$ cat config.mk
export PLATFORM = sky130hd
export DESIGN_NAME = pulse_measure_timer
export DESIGN_NICKNAME = d
export VERILOG_FILES = /design/src/design/pulse_measure_pkg.sv /design/src/design/filter_if.sv /design/src/design/pin_filter.sv /design/src/design/pulse_measure_timer.sv
export SDC_FILE = /design/constraint.sdc
export NUM_CORES = 1
export LEC_CHECK = 0
export ABC_CLOCK_PERIOD_IN_PS = 3700
export BUFFER_PORTS_ARGS = -buffer_cell sky130_fd_sc_hd__buf_2
export CORE_ASPECT_RATIO = 1.25
export CORE_MARGIN = 1.5
export CORE_UTILIZATION = 60
export DETAILED_ROUTE_END_ITERATION = 12
export HOLD_SLACK_MARGIN = 0.03
export PLACE_DENSITY = 0.83
export SLEW_MARGIN = 15
export SYNTH_ARGS = -nofsm -noshare
export SYNTH_HDL_FRONTEND = slang
export SYNTH_HIERARCHICAL = 1
export SYNTH_SLANG_ARGS = --single-unit
$ cat constraint.sdc
create_clock -name mclk -period 3.7 [get_ports mclk]
set_input_delay 0.37 -clock mclk [delete_from_list [all_inputs] [get_ports mclk]]
set_output_delay 0.37 -clock mclk [all_outputs]
set_load 0.01 [all_outputs]
$ cat src/design/pulse_measure_pkg.sv
// Purpose: constants shared by the pulse measurement timer and its input filter
// Assumes: registers are 8 bits wide and sit at word index times four
// Notes: indices are kept as printed or chosen; byte address is index * 4
package pulse_measure_pkg;

  // ----------------------------------------------------------------------
  // register indices (byte address = index * 4)
  // ----------------------------------------------------------------------
  localparam logic [11:0] IDX_TIMER_CONTROL = 12'h100;
  localparam logic [11:0] IDX_PIN_IO_CONTROL = 12'h101;
  localparam logic [11:0] IDX_TIMER_MODE = 12'h102;
  localparam logic [11:0] IDX_PRESCALER = 12'h103;
  localparam logic [11:0] IDX_MAIN_COUNTER = 12'h104;
  localparam int ADDR_W = 14;

  // ----------------------------------------------------------------------
  // timer_control_reg fields
  // ----------------------------------------------------------------------
  localparam int CTL_START = 0;
  localparam int CTL_STATUS = 1;
  localparam int CTL_FSTOP = 2;
  localparam int CTL_EDGE_F = 3;
  localparam int CTL_UNF_F = 4;

  // ----------------------------------------------------------------------
  // timer_pin_io_control fields
  // ----------------------------------------------------------------------
  localparam int IO_EDGE_POL = 0;
  localparam int IO_FILT_LO = 4;
  localparam int IO_FILT_HI = 5;
  localparam logic [7:0] IO_RESET = 8'h00;

  // ----------------------------------------------------------------------
  // timer_mode_reg fields and codes
  // ----------------------------------------------------------------------
  localparam int MODE_LO = 0;
  localparam int MODE_HI = 2;
  localparam int SRC_LO = 4;
  localparam int SRC_HI = 6;
  localparam logic [7:0] MODE_RESET = 8'h00;
  localparam logic [7:0] CNT_RESET = 8'hff;

  typedef enum logic [2:0] {
    MODE_IDLE = 3'b000,
    MODE_WIDTH = 3'b011,
    MODE_PERIOD = 3'b100
  } meas_mode_e;

  typedef enum logic [2:0] {
    SRC_DIV1 = 3'b000,
    SRC_DIV8 = 3'b001,
    SRC_OSC = 3'b010,
    SRC_DIV2 = 3'b011,
    SRC_SUB32 = 3'b100,
    SRC_SUB = 3'b101
  } count_src_e;

  typedef enum logic [1:0] {
    FILT_NONE = 2'b00,
    FILT_DIV1 = 2'b01,
    FILT_DIV8 = 2'b10,
    FILT_DIV32 = 2'b11
  } filter_sel_e;

  // ----------------------------------------------------------------------
  // bus answers and divider figures
  // ----------------------------------------------------------------------
  localparam logic [1:0] RESP_OKAY = 2'b00;
  localparam logic [1:0] RESP_SLVERR = 2'b10;
  localparam logic [4:0] DIV8_LAST = 5'h07;
  localparam logic [4:0] DIV32_LAST = 5'h1f;
  localparam logic [4:0] SUB32_LAST = 5'h1f;
  localparam int OSC_DIV_DEF = 8;
  localparam int SUB_DIV_DEF = 7629;

endpackage

$ cat src/design/filter_if.sv
// Purpose: carries the filter control and the accepted pin level
// Assumes: one clock domain, mclk
// Notes: ctl side is the timer, flt side is the input filter
`timescale 1ns/10ps
`default_nettype none
interface filter_if;
  logic bypass;
  logic sample_en;
  logic level;
  modport ctl (output bypass, output sample_en, input level);
  modport flt (input bypass, input sample_en, output level);
endinterface
`default_nettype wire

$ cat src/design/pin_filter.sv
// Purpose: synchronises the measured pulse pin and filters it
// Assumes: sample_en is a one-cycle pulse from the timer's divider, or held high for div1
// Notes: a filtered level is accepted after three equal samples; bypass takes the synchroniser output once its last two stages agree
`timescale 1ns/10ps
`default_nettype none
module pin_filter (
  input wire logic mclk,
  input wire logic rstn,
  input wire logic pin_i,
  filter_if.flt fif
);

  typedef struct packed {
    logic [2:0] sync;
    logic [2:0] smp;
    logic level;
  } flt_s;

  flt_s st_q;
  flt_s st_d;

  assign fif.level = st_q.level;

  // three stage synchroniser, then optional three sample filter
  always_comb begin
    st_d = st_q;
    st_d.sync = {st_q.sync[1:0], pin_i};
    if (fif.bypass) begin
      if (st_q.sync[1] == st_q.sync[2]) begin
        st_d.level = st_q.sync[2];
      end
    end else if (fif.sample_en && (st_q.sync[1] == st_q.sync[2])) begin
      st_d.smp = {st_q.smp[1:0], st_q.sync[2]};
      if ((st_q.smp[1:0] == {2{st_q.sync[2]}})) begin
        st_d.level = st_q.sync[2];
      end
    end
  end

  // state register
  always_ff @(posedge mclk or negedge rstn) begin
    if (!rstn) begin
      st_q <= '0;
    end else begin
      st_q <= st_d;
    end
  end

endmodule // pin_filter
`default_nettype wire

$ cat src/design/pulse_measure_timer.sv
// Purpose: pulse width and pulse period measurement timer, 8-bit counter
//          with 8-bit prescaler, registers over AXI4-Lite
// Assumes: mclk at 250 MHz; on-chip oscillator and sub clock rates are
//          derived from mclk by parameter divisors
// Notes: registers are 8 bits in the low byte lane of a 32-bit word
`timescale 1ns/10ps
`default_nettype none
// Function
// - count source is one of six selectable clocks, decrementing
// - period mode: latch read-out at first prescaler underflow, reload at second
// - writing start bit 1 begins counting
// - writing start bit 0 stops; writing forced stop 1 stops at once
// - period mode: interrupt on underflow, reload and period end edge
// - prescaler is readable in both measurement modes; counter reads the latched value in period mode
// - writes while stopped load reload register and counter
// - writes while counting load reload register; prescaler at next tick, counter at next prescaler underflow
// - edge polarity bit picks rising-to-rising or falling-to-falling period
// - filter field picks none, div1, div8 or div32 sampling
// - filtered level accepted after three equal samples
// - period flags clear on written 0, keep on written 1
// - edge flag may set at first prescaler underflow after start
// - status follows start within one count-source cycle
// - status drops within one count-source cycle after start clears
// - stopped after reset; bytes read independently
// - width mode counts only while input is at selected level
module pulse_measure_timer #(
  parameter int OSC_DIV = pulse_measure_pkg::OSC_DIV_DEF,
  parameter int SUB_DIV = pulse_measure_pkg::SUB_DIV_DEF
) (
  input wire logic mclk,
  input wire logic rstn,
  input wire logic measured_pulse_pin,
  output logic timer_irq,
  input wire logic [pulse_measure_pkg::ADDR_W-1:0] s_axi_awaddr,
  input wire logic s_axi_awvalid,
  output logic s_axi_awready,
  input wire logic [31:0] s_axi_wdata,
  input wire logic [3:0] s_axi_wstrb,
  input wire logic s_axi_wvalid,
  output logic s_axi_wready,
  output logic [1:0] s_axi_bresp,
  output logic s_axi_bvalid,
  input wire logic s_axi_bready,
  input wire logic [pulse_measure_pkg::ADDR_W-1:0] s_axi_araddr,
  input wire logic s_axi_arvalid,
  output logic s_axi_arready,
  output logic [31:0] s_axi_rdata,
  output logic [1:0] s_axi_rresp,
  output logic s_axi_rvalid,
  input wire logic s_axi_rready
);

  // ----------------------------------------------------------------------
  // state
  // ----------------------------------------------------------------------
  typedef struct packed {
    logic awv;
    logic [11:0] awidx;
    logic wv;
    logic [7:0] wd;
    logic wlane;
    logic bvalid;
    logic [1:0] bresp;
    logic arready;
    logic rvalid;
    logic [7:0] rdata;
    logic [1:0] rresp;
    logic start;
    logic status;
    logic edge_f;
    logic unf_f;
    logic [7:0] pin_io;
    logic [7:0] mode;
    logic [7:0] pre_rel;
    logic [7:0] pre_cnt;
    logic [7:0] tmr_rel;
    logic [7:0] tmr_cnt;
    logic [7:0] rdbuf;
    logic pre_pend;
    logic tmr_pend;
    logic edge_pend;
    logic rel_pend;
    logic end_pend;
    logic lvl;
    logic irq;
    logic [4:0] div_cnt;
    logic [15:0] osc_cnt;
    logic [15:0] sub_cnt;
    logic [4:0] sub32;
  } tmr_s;

  tmr_s st_q;
  tmr_s st_d;

  filter_if fif ();

  localparam logic [15:0] OSC_LAST = 16'(OSC_DIV - 1);
  localparam logic [15:0] SUB_LAST = 16'(SUB_DIV - 1);

  // ----------------------------------------------------------------------
  // register index decode, used by both read and write paths
  // ----------------------------------------------------------------------
  function automatic logic idx_known(input logic [11:0] idx);
    idx_known = (idx == pulse_measure_pkg::IDX_TIMER_CONTROL) ||
                (idx == pulse_measure_pkg::IDX_PIN_IO_CONTROL) ||
                (idx == pulse_measure_pkg::IDX_TIMER_MODE) ||
                (idx == pulse_measure_pkg::IDX_PRESCALER) ||
                (idx == pulse_measure_pkg::IDX_MAIN_COUNTER);
  endfunction

  // ----------------------------------------------------------------------
  // rate enables and filter hookup
  // ----------------------------------------------------------------------
  logic en_div2;
  logic en_div8;
  logic en_div32;
  logic en_osc;
  logic en_sub;
  logic en_sub32;
  logic tick;
  logic measuring;
  logic period_mode;
  logic width_mode;
  logic rise;
  logic fall;
  logic act_edge;
  logic [7:0] ctl_rd;
  logic [1:0] filt;

  assign en_div2 = st_q.div_cnt[0];
  assign en_div8 = (st_q.div_cnt[2:0] == pulse_measure_pkg::DIV8_LAST[2:0]);
  assign en_div32 = (st_q.div_cnt == pulse_measure_pkg::DIV32_LAST);
  assign en_osc = (st_q.osc_cnt == OSC_LAST);
  assign en_sub = (st_q.sub_cnt == SUB_LAST);
  assign en_sub32 = en_sub && (st_q.sub32 == pulse_measure_pkg::SUB32_LAST);
  assign filt = st_q.pin_io[pulse_measure_pkg::IO_FILT_HI:pulse_measure_pkg::IO_FILT_LO];
  assign period_mode = (st_q.mode[pulse_measure_pkg::MODE_HI:pulse_measure_pkg::MODE_LO]
                        == pulse_measure_pkg::MODE_PERIOD);
  assign width_mode = (st_q.mode[pulse_measure_pkg::MODE_HI:pulse_measure_pkg::MODE_LO]
                       == pulse_measure_pkg::MODE_WIDTH);
  assign measuring = period_mode || width_mode;
  assign rise = fif.level && !st_q.lvl;
  assign fall = !fif.level && st_q.lvl;
  // period edge choice: 0 rising to rising, 1 falling to falling
  assign act_edge = st_q.pin_io[pulse_measure_pkg::IO_EDGE_POL] ? fall : rise;

  // filter sampling rate
  always_comb begin
    fif.bypass = (filt == pulse_measure_pkg::FILT_NONE);
    case (filt)
      pulse_measure_pkg::FILT_DIV1: fif.sample_en = 1'b1;
      pulse_measure_pkg::FILT_DIV8: fif.sample_en = en_div8;
      pulse_measure_pkg::FILT_DIV32: fif.sample_en = en_div32;
      default: fif.sample_en = 1'b0;
    endcase
  end

  // count source select
  always_comb begin
    case (st_q.mode[pulse_measure_pkg::SRC_HI:pulse_measure_pkg::SRC_LO])
      pulse_measure_pkg::SRC_DIV1: tick = 1'b1;
      pulse_measure_pkg::SRC_DIV2: tick = en_div2;
      pulse_measure_pkg::SRC_DIV8: tick = en_div8;
      pulse_measure_pkg::SRC_OSC: tick = en_osc;
      pulse_measure_pkg::SRC_SUB32: tick = en_sub32;
      pulse_measure_pkg::SRC_SUB: tick = en_sub;
      default: tick = 1'b0;
    endcase
  end

  pin_filter u_filter (
    .mclk(mclk),
    .rstn(rstn),
    .pin_i(measured_pulse_pin),
    .fif(fif)
  );

  // control register read image; forced stop always reads 0
  assign ctl_rd = {3'h0, st_q.unf_f, st_q.edge_f, 1'b0, st_q.status, st_q.start};

  // ----------------------------------------------------------------------
  // next state
  // ----------------------------------------------------------------------
  always_comb begin
    logic do_wr;
    logic pre_unf;
    logic tmr_unf;
    logic count_en;
    logic ev;
    do_wr = 1'b0;
    pre_unf = 1'b0;
    tmr_unf = 1'b0;
    count_en = 1'b0;
    ev = 1'b0;
    st_d = st_q;

    // free running dividers
    st_d.div_cnt = st_q.div_cnt + 5'h01;
    st_d.osc_cnt = en_osc ? 16'h0000 : st_q.osc_cnt + 16'h0001;
    st_d.sub_cnt = en_sub ? 16'h0000 : st_q.sub_cnt + 16'h0001;
    if (en_sub) begin
      st_d.sub32 = st_q.sub32 + 5'h01;
    end

    // write channel: take address and data in either order
    if (s_axi_awvalid && !st_q.awv && !st_q.bvalid) begin
      st_d.awv = 1'b1;
      st_d.awidx = s_axi_awaddr[pulse_measure_pkg::ADDR_W-1:2];
    end
    if (s_axi_wvalid && !st_q.wv && !st_q.bvalid) begin
      st_d.wv = 1'b1;
      st_d.wd = s_axi_wdata[7:0];
      st_d.wlane = s_axi_wstrb[0];
    end
    if (st_q.awv && st_q.wv) begin
      do_wr = st_q.wlane && idx_known(st_q.awidx);
      st_d.awv = 1'b0;
      st_d.wv = 1'b0;
      st_d.bvalid = 1'b1;
      st_d.bresp = idx_known(st_q.awidx) ? pulse_measure_pkg::RESP_OKAY
                                         : pulse_measure_pkg::RESP_SLVERR;
    end else if (st_q.bvalid && s_axi_bready) begin
      st_d.bvalid = 1'b0;
    end

    // read channel: one read at a time, answer one cycle after the take
    if (st_q.arready && s_axi_arvalid) begin
      st_d.arready = 1'b0;
      st_d.rvalid = 1'b1;
      st_d.rresp = idx_known(s_axi_araddr[pulse_measure_pkg::ADDR_W-1:2])
                   ? pulse_measure_pkg::RESP_OKAY : pulse_measure_pkg::RESP_SLVERR;
      case (s_axi_araddr[pulse_measure_pkg::ADDR_W-1:2])
        pulse_measure_pkg::IDX_TIMER_CONTROL: st_d.rdata = ctl_rd;
        pulse_measure_pkg::IDX_PIN_IO_CONTROL: st_d.rdata = st_q.pin_io;
        pulse_measure_pkg::IDX_TIMER_MODE: st_d.rdata = st_q.mode;
        pulse_measure_pkg::IDX_PRESCALER: st_d.rdata = st_q.pre_cnt;
        pulse_measure_pkg::IDX_MAIN_COUNTER:
          st_d.rdata = period_mode ? st_q.rdbuf : st_q.tmr_cnt;
        default: st_d.rdata = 8'h00;
      endcase
    end else if (st_q.rvalid && s_axi_rready) begin
      st_d.rvalid = 1'b0;
      st_d.arready = 1'b1;
    end

    // software writes to the registers
    if (do_wr) begin
      case (st_q.awidx)
        pulse_measure_pkg::IDX_TIMER_CONTROL: begin
          st_d.start = st_q.wd[pulse_measure_pkg::CTL_START];
          if (period_mode) begin
            st_d.edge_f = st_q.edge_f & st_q.wd[pulse_measure_pkg::CTL_EDGE_F];
            st_d.unf_f = st_q.unf_f & st_q.wd[pulse_measure_pkg::CTL_UNF_F];
          end
          if (st_q.wd[pulse_measure_pkg::CTL_FSTOP]) begin
            st_d.start = 1'b0;
            st_d.status = 1'b0;
            st_d.pre_pend = 1'b0;
            st_d.tmr_pend = 1'b0;
            st_d.edge_pend = 1'b0;
            st_d.rel_pend = 1'b0;
            st_d.end_pend = 1'b0;
          end
        end
        pulse_measure_pkg::IDX_PIN_IO_CONTROL: st_d.pin_io = st_q.wd;
        pulse_measure_pkg::IDX_TIMER_MODE: st_d.mode = st_q.wd;
        pulse_measure_pkg::IDX_PRESCALER: begin
          st_d.pre_rel = st_q.wd;
          if (st_q.status) begin
            st_d.pre_pend = 1'b1;
          end else begin
            st_d.pre_cnt = st_q.wd;
          end
        end
        pulse_measure_pkg::IDX_MAIN_COUNTER: begin
          st_d.tmr_rel = st_q.wd;
          if (st_q.status) begin
            st_d.tmr_pend = 1'b1;
          end else begin
            st_d.tmr_cnt = st_q.wd;
          end
        end
        default: st_d.tmr_rel = st_q.tmr_rel;
      endcase
    end

    // input edges are caught every mclk; width mode acts at the next tick, period mode at the next prescaler underflow
    st_d.lvl = fif.level;
    if (st_q.status && period_mode && act_edge) begin
      st_d.edge_pend = 1'b1;
    end
    if (st_q.status && width_mode &&
        (st_q.pin_io[pulse_measure_pkg::IO_EDGE_POL] ? fall : rise)) begin
      st_d.end_pend = 1'b1;
    end

    // count-source cycle: status follows start, then counting
    if (tick) begin
      st_d.irq = 1'b0;
      if (!(do_wr && st_q.awidx == pulse_measure_pkg::IDX_TIMER_CONTROL &&
            st_q.wd[pulse_measure_pkg::CTL_FSTOP])) begin
        st_d.status = st_q.start;
      end
      // width mode counts only at the measured level; 1 = high level
      count_en = st_q.status && measuring &&
                 (!width_mode ||
                  (fif.level == st_q.pin_io[pulse_measure_pkg::IO_EDGE_POL]));
      if (st_q.status && st_q.pre_pend) begin
        st_d.pre_cnt = st_q.pre_rel;
        st_d.pre_pend = 1'b0;
      end else if (count_en) begin
        pre_unf = (st_q.pre_cnt == 8'h00);
        st_d.pre_cnt = pre_unf ? st_q.pre_rel : st_q.pre_cnt - 8'h01;
      end
      if (pre_unf) begin
        if (st_q.tmr_pend) begin
          st_d.tmr_cnt = st_q.tmr_rel;
          st_d.tmr_pend = 1'b0;
        end else if (period_mode && st_q.rel_pend) begin
          st_d.tmr_cnt = st_q.tmr_rel;
          st_d.rel_pend = 1'b0;
          ev = 1'b1;
        end else begin
          tmr_unf = (st_q.tmr_cnt == 8'h00);
          st_d.tmr_cnt = tmr_unf ? st_q.tmr_rel : st_q.tmr_cnt - 8'h01;
        end
        if (period_mode && st_q.edge_pend) begin
          st_d.rdbuf = st_q.tmr_cnt;
          st_d.edge_pend = 1'b0;
          st_d.rel_pend = 1'b1;
          st_d.edge_f = 1'b1;
          ev = 1'b1;
        end
      end
      if (tmr_unf) begin
        ev = 1'b1;
        if (period_mode) begin
          st_d.unf_f = 1'b1;
        end
      end
      if (width_mode && st_q.end_pend && st_q.status) begin
        st_d.end_pend = 1'b0;
        ev = 1'b1;
      end
      st_d.irq = ev;
    end
  end

  // ----------------------------------------------------------------------
  // state register, stopped after reset
  // ----------------------------------------------------------------------
  always_ff @(posedge mclk or negedge rstn) begin
    if (!rstn) begin
      st_q <= '0;
      st_q.arready <= 1'b1;
      st_q.pin_io <= pulse_measure_pkg::IO_RESET;
      st_q.mode <= pulse_measure_pkg::MODE_RESET;
      st_q.pre_rel <= pulse_measure_pkg::CNT_RESET;
      st_q.pre_cnt <= pulse_measure_pkg::CNT_RESET;
      st_q.tmr_rel <= pulse_measure_pkg::CNT_RESET;
      st_q.tmr_cnt <= pulse_measure_pkg::CNT_RESET;
      st_q.rdbuf <= pulse_measure_pkg::CNT_RESET;
    end else begin
      st_q <= st_d;
    end
  end

  // outputs straight from the state register
  assign timer_irq = st_q.irq;
  assign s_axi_awready = !st_q.awv && !st_q.bvalid;
  assign s_axi_wready = !st_q.wv && !st_q.bvalid;
  assign s_axi_bvalid = st_q.bvalid;
  assign s_axi_bresp = st_q.bresp;
  assign s_axi_arready = st_q.arready;
  assign s_axi_rvalid = st_q.rvalid;
  assign s_axi_rdata = {24'h000000, st_q.rdata};
  assign s_axi_rresp = st_q.rresp;

endmodule // pulse_measure_timer
`default_nettype wire
Yosys cells after proc, flatten, opt, wreduce, memory -nomap -nowiden
Index checks and enable logic that the tools add are counted.
{"block": "totals", "register_bits": 153, "in_bits": 72, "output_inout_bits": 42, "elab_cells": 214}
{"block": "classes", "addsub": 6, "n_eq_ne": 29, "n_mux": 78, "bitwise": 3, "n_reduce_logical": 62}
{"cell": "12-bit by 9-bit equality test with 1-bit output (second input constant)", "count": 10}
{"cell": "8-bit 2-to-1 mux", "count": 15}
{"cell": "16-bit 2-to-1 mux", "count": 4}
{"cell": "51-bit 2-to-1 mux", "count": 1}
{"cell": "8-bit one-hot mux with 5 select lines", "count": 1}
{"cell": "1-bit 2-to-1 mux", "count": 37}
{"cell": "16-bit by 1-bit adder with 16-bit output (second input constant)", "count": 2}
{"cell": "1-bit logical AND", "count": 28}
{"cell": "21-bit 2-to-1 mux", "count": 1}
{"cell": "16-bit by 13-bit equality test with 1-bit output (second input constant)", "count": 1}
{"cell": "16-bit by 3-bit equality test with 1-bit output (second input constant)", "count": 1}
{"cell": "8-bit logical NOT", "count": 2}
{"cell": "8-bit by 1-bit subtractor with 8-bit output (second input constant)", "count": 2}
{"cell": "2-bit 2-to-1 mux", "count": 7}
{"cell": "13-bit 2-to-1 mux", "count": 1}
{"cell": "3-bit equality test (second input constant)", "count": 4}
{"cell": "3-bit 2-to-1 mux", "count": 4}
{"cell": "2-bit AND reduction", "count": 6}
{"cell": "2-bit nonzero test", "count": 6}
{"cell": "5-bit by 1-bit adder with 5-bit output (second input constant)", "count": 2}
{"cell": "5-bit equality test (second input constant)", "count": 2}
{"cell": "1-bit logical OR", "count": 10}
{"cell": "10-bit 2-to-1 mux", "count": 1}
{"cell": "5-bit 2-to-1 mux", "count": 2}
{"cell": "16 further kinds", "count": 28}

Longest topological paths before layout
{"block": "depth", "depth_word": 13, "depth_mapped": 9}

By module
Netlist, hierarchy kept.
{"module": "pulse_measure_timer", "instances": 1, "cells_per_inst": 669, "area_each_um2": 7455.9, "seq_area_each_um2": 3679.8}
{"module": "pin_filter", "instances": 1, "cells_per_inst": 23, "area_each_um2": 257.7, "seq_area_each_um2": 150.1}

Worst setup path before layout
Ideal clock, no wire load.
{"block": "synth_timing", "path_type": "flip-flop to flip-flop", "from": "register st_q[57] (netlist bit)", "to": "register st_q[57] (netlist bit)", "t_arrival_ps": 2176, "t_required_ps": 3616, "slack_ps": 1440, "stages_incl_launch_ff": 10, "n_path_buf": 2, "period_less_slack_ps": 2260, "cell_sequence": "dfstp_2 > clkbuf_1 > inv_1 > ha_1 > nor3b_1 > a221oi_1 > clkbuf_1 > nand2_1 > o21ai_0 > mux2i_1"}
{"element": "from (decl)", "line": "pulse_measure_timer.sv:92", "rtl": "tmr_s st_q;"}
{"element": "from (signal assigned)", "line": "pulse_measure_timer.sv:364", "rtl": "st_q <= st_d;"}

==> summary.txt <==
Clock network
  • Root Driver: clkbuf_16
  • Post-CTS Setup Bufs: 0
  • Worst skew pair latency: 0.42 ns
  • Clock Path Buffers: 2
  • H-tree Lvls: 4
  • TritonCTS clock tree: built
  • Hold-fix buffers at CTS: 0
  • Post-CTS Resized: 0
  • Number of clock sinks: 151
  • Worst-path clk slew: 0.06 ns
  • Number of CTS-inserted buffers: 17

Setup path
  • Worst endpoint data arrival time: 3.02 ns
  • Crit-path cells: ha_1 > nor4bb_1 > and4_1 > o311a_1 > nand3_1 > a32o_1
  • Crit end category: register
  • Worst-path maximum fanout: 14
  • CP Launch Type: register
  • Crit-path max cell delay: 0.55 ns
  • Critical path required time: 4.04 ns
  • Slowest cell on crit path: o311a_1
  • Critical Setup Path Class: register to register

Route
  • Final ANT Viol Nets: 0
  • Vias per cell: 6.02
  • Initial DRC count: 392
  • DRC viols: 0
  • Routed WL per cell: 17.9 um
  • Drt pass-1 iters: 5
  • Final wirelength: 16,400 um
  • Vias: 5,530

Place
  • Port bufs: 56
  • HPWL Detailed: 11,300 um
  • Placed Area: 7980 um^2
  • GPL Wtd Cong: 0.874
  • Post-Place Cells: 887

Die
  • Die height: 130 um
  • Starting Density: 61.2%
  • DIE AREA: 13,500 um^2
  • Boundary Pins: 114
  • Total core area: 12,600 um^2
  • Die Wd: 104 um
  • # rows: 46

Power
  • LEAKAGE: 3.79 nW
  • PwrDens: 500 nW/um^2
  • Worst VDD drop: 0.000402 V

Final layout
  • Fillers: 947
  • Most frequent cells in the layout: dfrtp_1, mux2_2, buf_2
  • Most common cell after layout, fill and taps aside: dfrtp_1
  • Antenna Cells: 0
  • Net count, final: 821
  • Final instance area: 8550 um^2
  • Syn-to-layout area delta: 10.8%
  • Fin cells: 919
  • Layout cell share with drive strength beyond 1: 28.4%

STA
  • Hold_ws: 0.0413 ns
  • # setup viols final: 0
  • Fmax: 373 MHz
  • Sum of negative setup slack: 0 ns
  • Minimum clock period: 2.68 ns
  • Final hold vios: 0
  • Slew Viols, Final: 0
  • Slew Limit Headroom: 30.5%
  • RSZ-0062 raised after global routing: no
  • Worst slew pin tran: 1.04 ns
  • Final worst-path cycle share: 72.5%
  • Worst Skew: 0.00967 ns

Synthesis
  • Syn_area_per_cell: 11.1 um^2
  • Synth warn: 6
  • Area of the mapped netlist: 7710 um^2
  • Synth top area share: 35.7%
  • EDFF count, synth: 0
  • Distinct cells, synth: 65
  • Sequential element share of the synthesized area: 49.7%
  • Post-synthesis cell count: 692
  • Most used DFF post-synth: dfrtp_1
  • Ys async rst share: 100%
  • Synth top area cells: dfrtp_1, dfstp_2, mux2_2, mux2i_1, xnor2_1
  • Yosys reg bits: 151
  • Post-synth top area cell: dfrtp_1

Global routing
  • All-Layer GR Usage: 25.7%
  • First-pass GRT wire length: 27,600 um
  • Initial antenna violation count: 0
  • Vias in the first global route: 5,664
  • Largest net degree at the start of global routing: 93
  • Total gr overflow: 0

Outcome
  • Status: completed

Hold path
  • Min-Delay Path Class: input pin to async pin

Flow run
  • Maxcap violations: 0
==> worst max-delay path, delay by kind of cell, from the launching register on <==
family / cells / cell delay [ns]
simple gates: 3 / 1.03
compound gates: 2 / 0.92
flops: 1 / 0.41
fa+ha+maj: 1 / 0.25
==> metal layers <==
metal | global-route usage (%) | vias to the layer above | routed length, um
li1 | - | 2522 | -
met1 | 32.0 | 2790 | 6920
met2 | 44.9 | 184 | 8490
met3 | 4.75 | 34 | 684
met4 | 10.0 | 0 | 347
met5 | 0 | - | 0
==> flip-flops by register name (all words and copies together) (netlist names), 2 cells and up <==
register,count
s_axi_rdata,8
ctl_rd,4
u_filter/st_q,3
filt,2
u_filter/st_d,2
st_q,124
==> power breakdown <==
part           leakage, nW  internal, mW  switching, mW
clock                0.271          1.01          0.649
sequential            1.85          1.83          0.285
combinational         1.67         0.258          0.247
==> per-stage QoR <==
stage	setup WS (ns)	power, mW	utilization (%)
final	1.02	4.28	67.8
after global routing	0.781	4.45	67.8
after global placement	1.16	2.60	63.3
after detailed placement	1.08	2.64	63.3
after floorplan	1.44	2.43	-
after CTS	1.04	4.30	67.8
==> path summary, 6_finish.rpt <==
path                                          to          startpoint  slack [ns]  cells past startpoint
worst max-delay path                    st_q[76]            st_q[21]        1.02                      6
worst min register to register  u_filter/st_d[6]    u_filter/st_d[5]        0.35                      0
max in group asynchronous               st_q[69]                rstn        2.70                      2
worst min-delay path              s_axi_rdata[0]                rstn        0.04                      1
min in group mclk               u_filter/st_d[5]  measured_pulse_pin        0.07                      1
worst max register to register          st_q[76]            st_q[21]        1.02                      6
==> synth_stat cells, types with 5 or more instances <==
master      n
nor4_1      6
nor2b_1     6
nor3b_1     6
mux2i_1    29
and2_1      5
o22ai_1     8
nand3_1    27
ha_1       11
dfstp_2    41
buf_4      36
a32oi_1     6
xnor2_1    32
and3_1      9
inv_1      18
nor2_1     41
and4_1      5
a21oi_1    21
dfrtp_1   110
nor3_1     13
clkbuf_1   22
nand4_1    13
nand2_1    50
mux2_2     72
xor2_1     13
o21ai_0    20
==> area by class of cell <==
class | instances | area, um^2 | share of cell area, %
tap | 168 | 210 | 2.46
clock inverter | 9 | 104 | 1.22
multi-input combinational | 489 | 3550 | 41.6
sequential | 151 | 3830 | 44.8
inverter | 18 | 67.6 | 0.791
clock buffer | 23 | 458 | 5.36
timing repair buffer | 61 | 324 | 3.79
==> cell families (layout without fill, tap and decap cells) <==
| family | count (synthesis) | count (layout) | share of synthesized area (%) |
|---|---|---|---|
| and+or+nand+nor | 208 | 208 | 14.8 |
| DFF | 151 | 151 | 49.7 |
| muxes | 103 | 103 | 14.7 |
| AOI/OAI and AO/OA | 96 | 96 | 8.35 |
| buffers and inverters | 77 | 111 | 5.51 |
| xor gates and xnor gates | 45 | 45 | 5.11 |
| adders and majority gates | 11 | 11 | 1.78 |
| other | 1 | 26 | 0.0486 |
(Power assumes the default switching activity.)
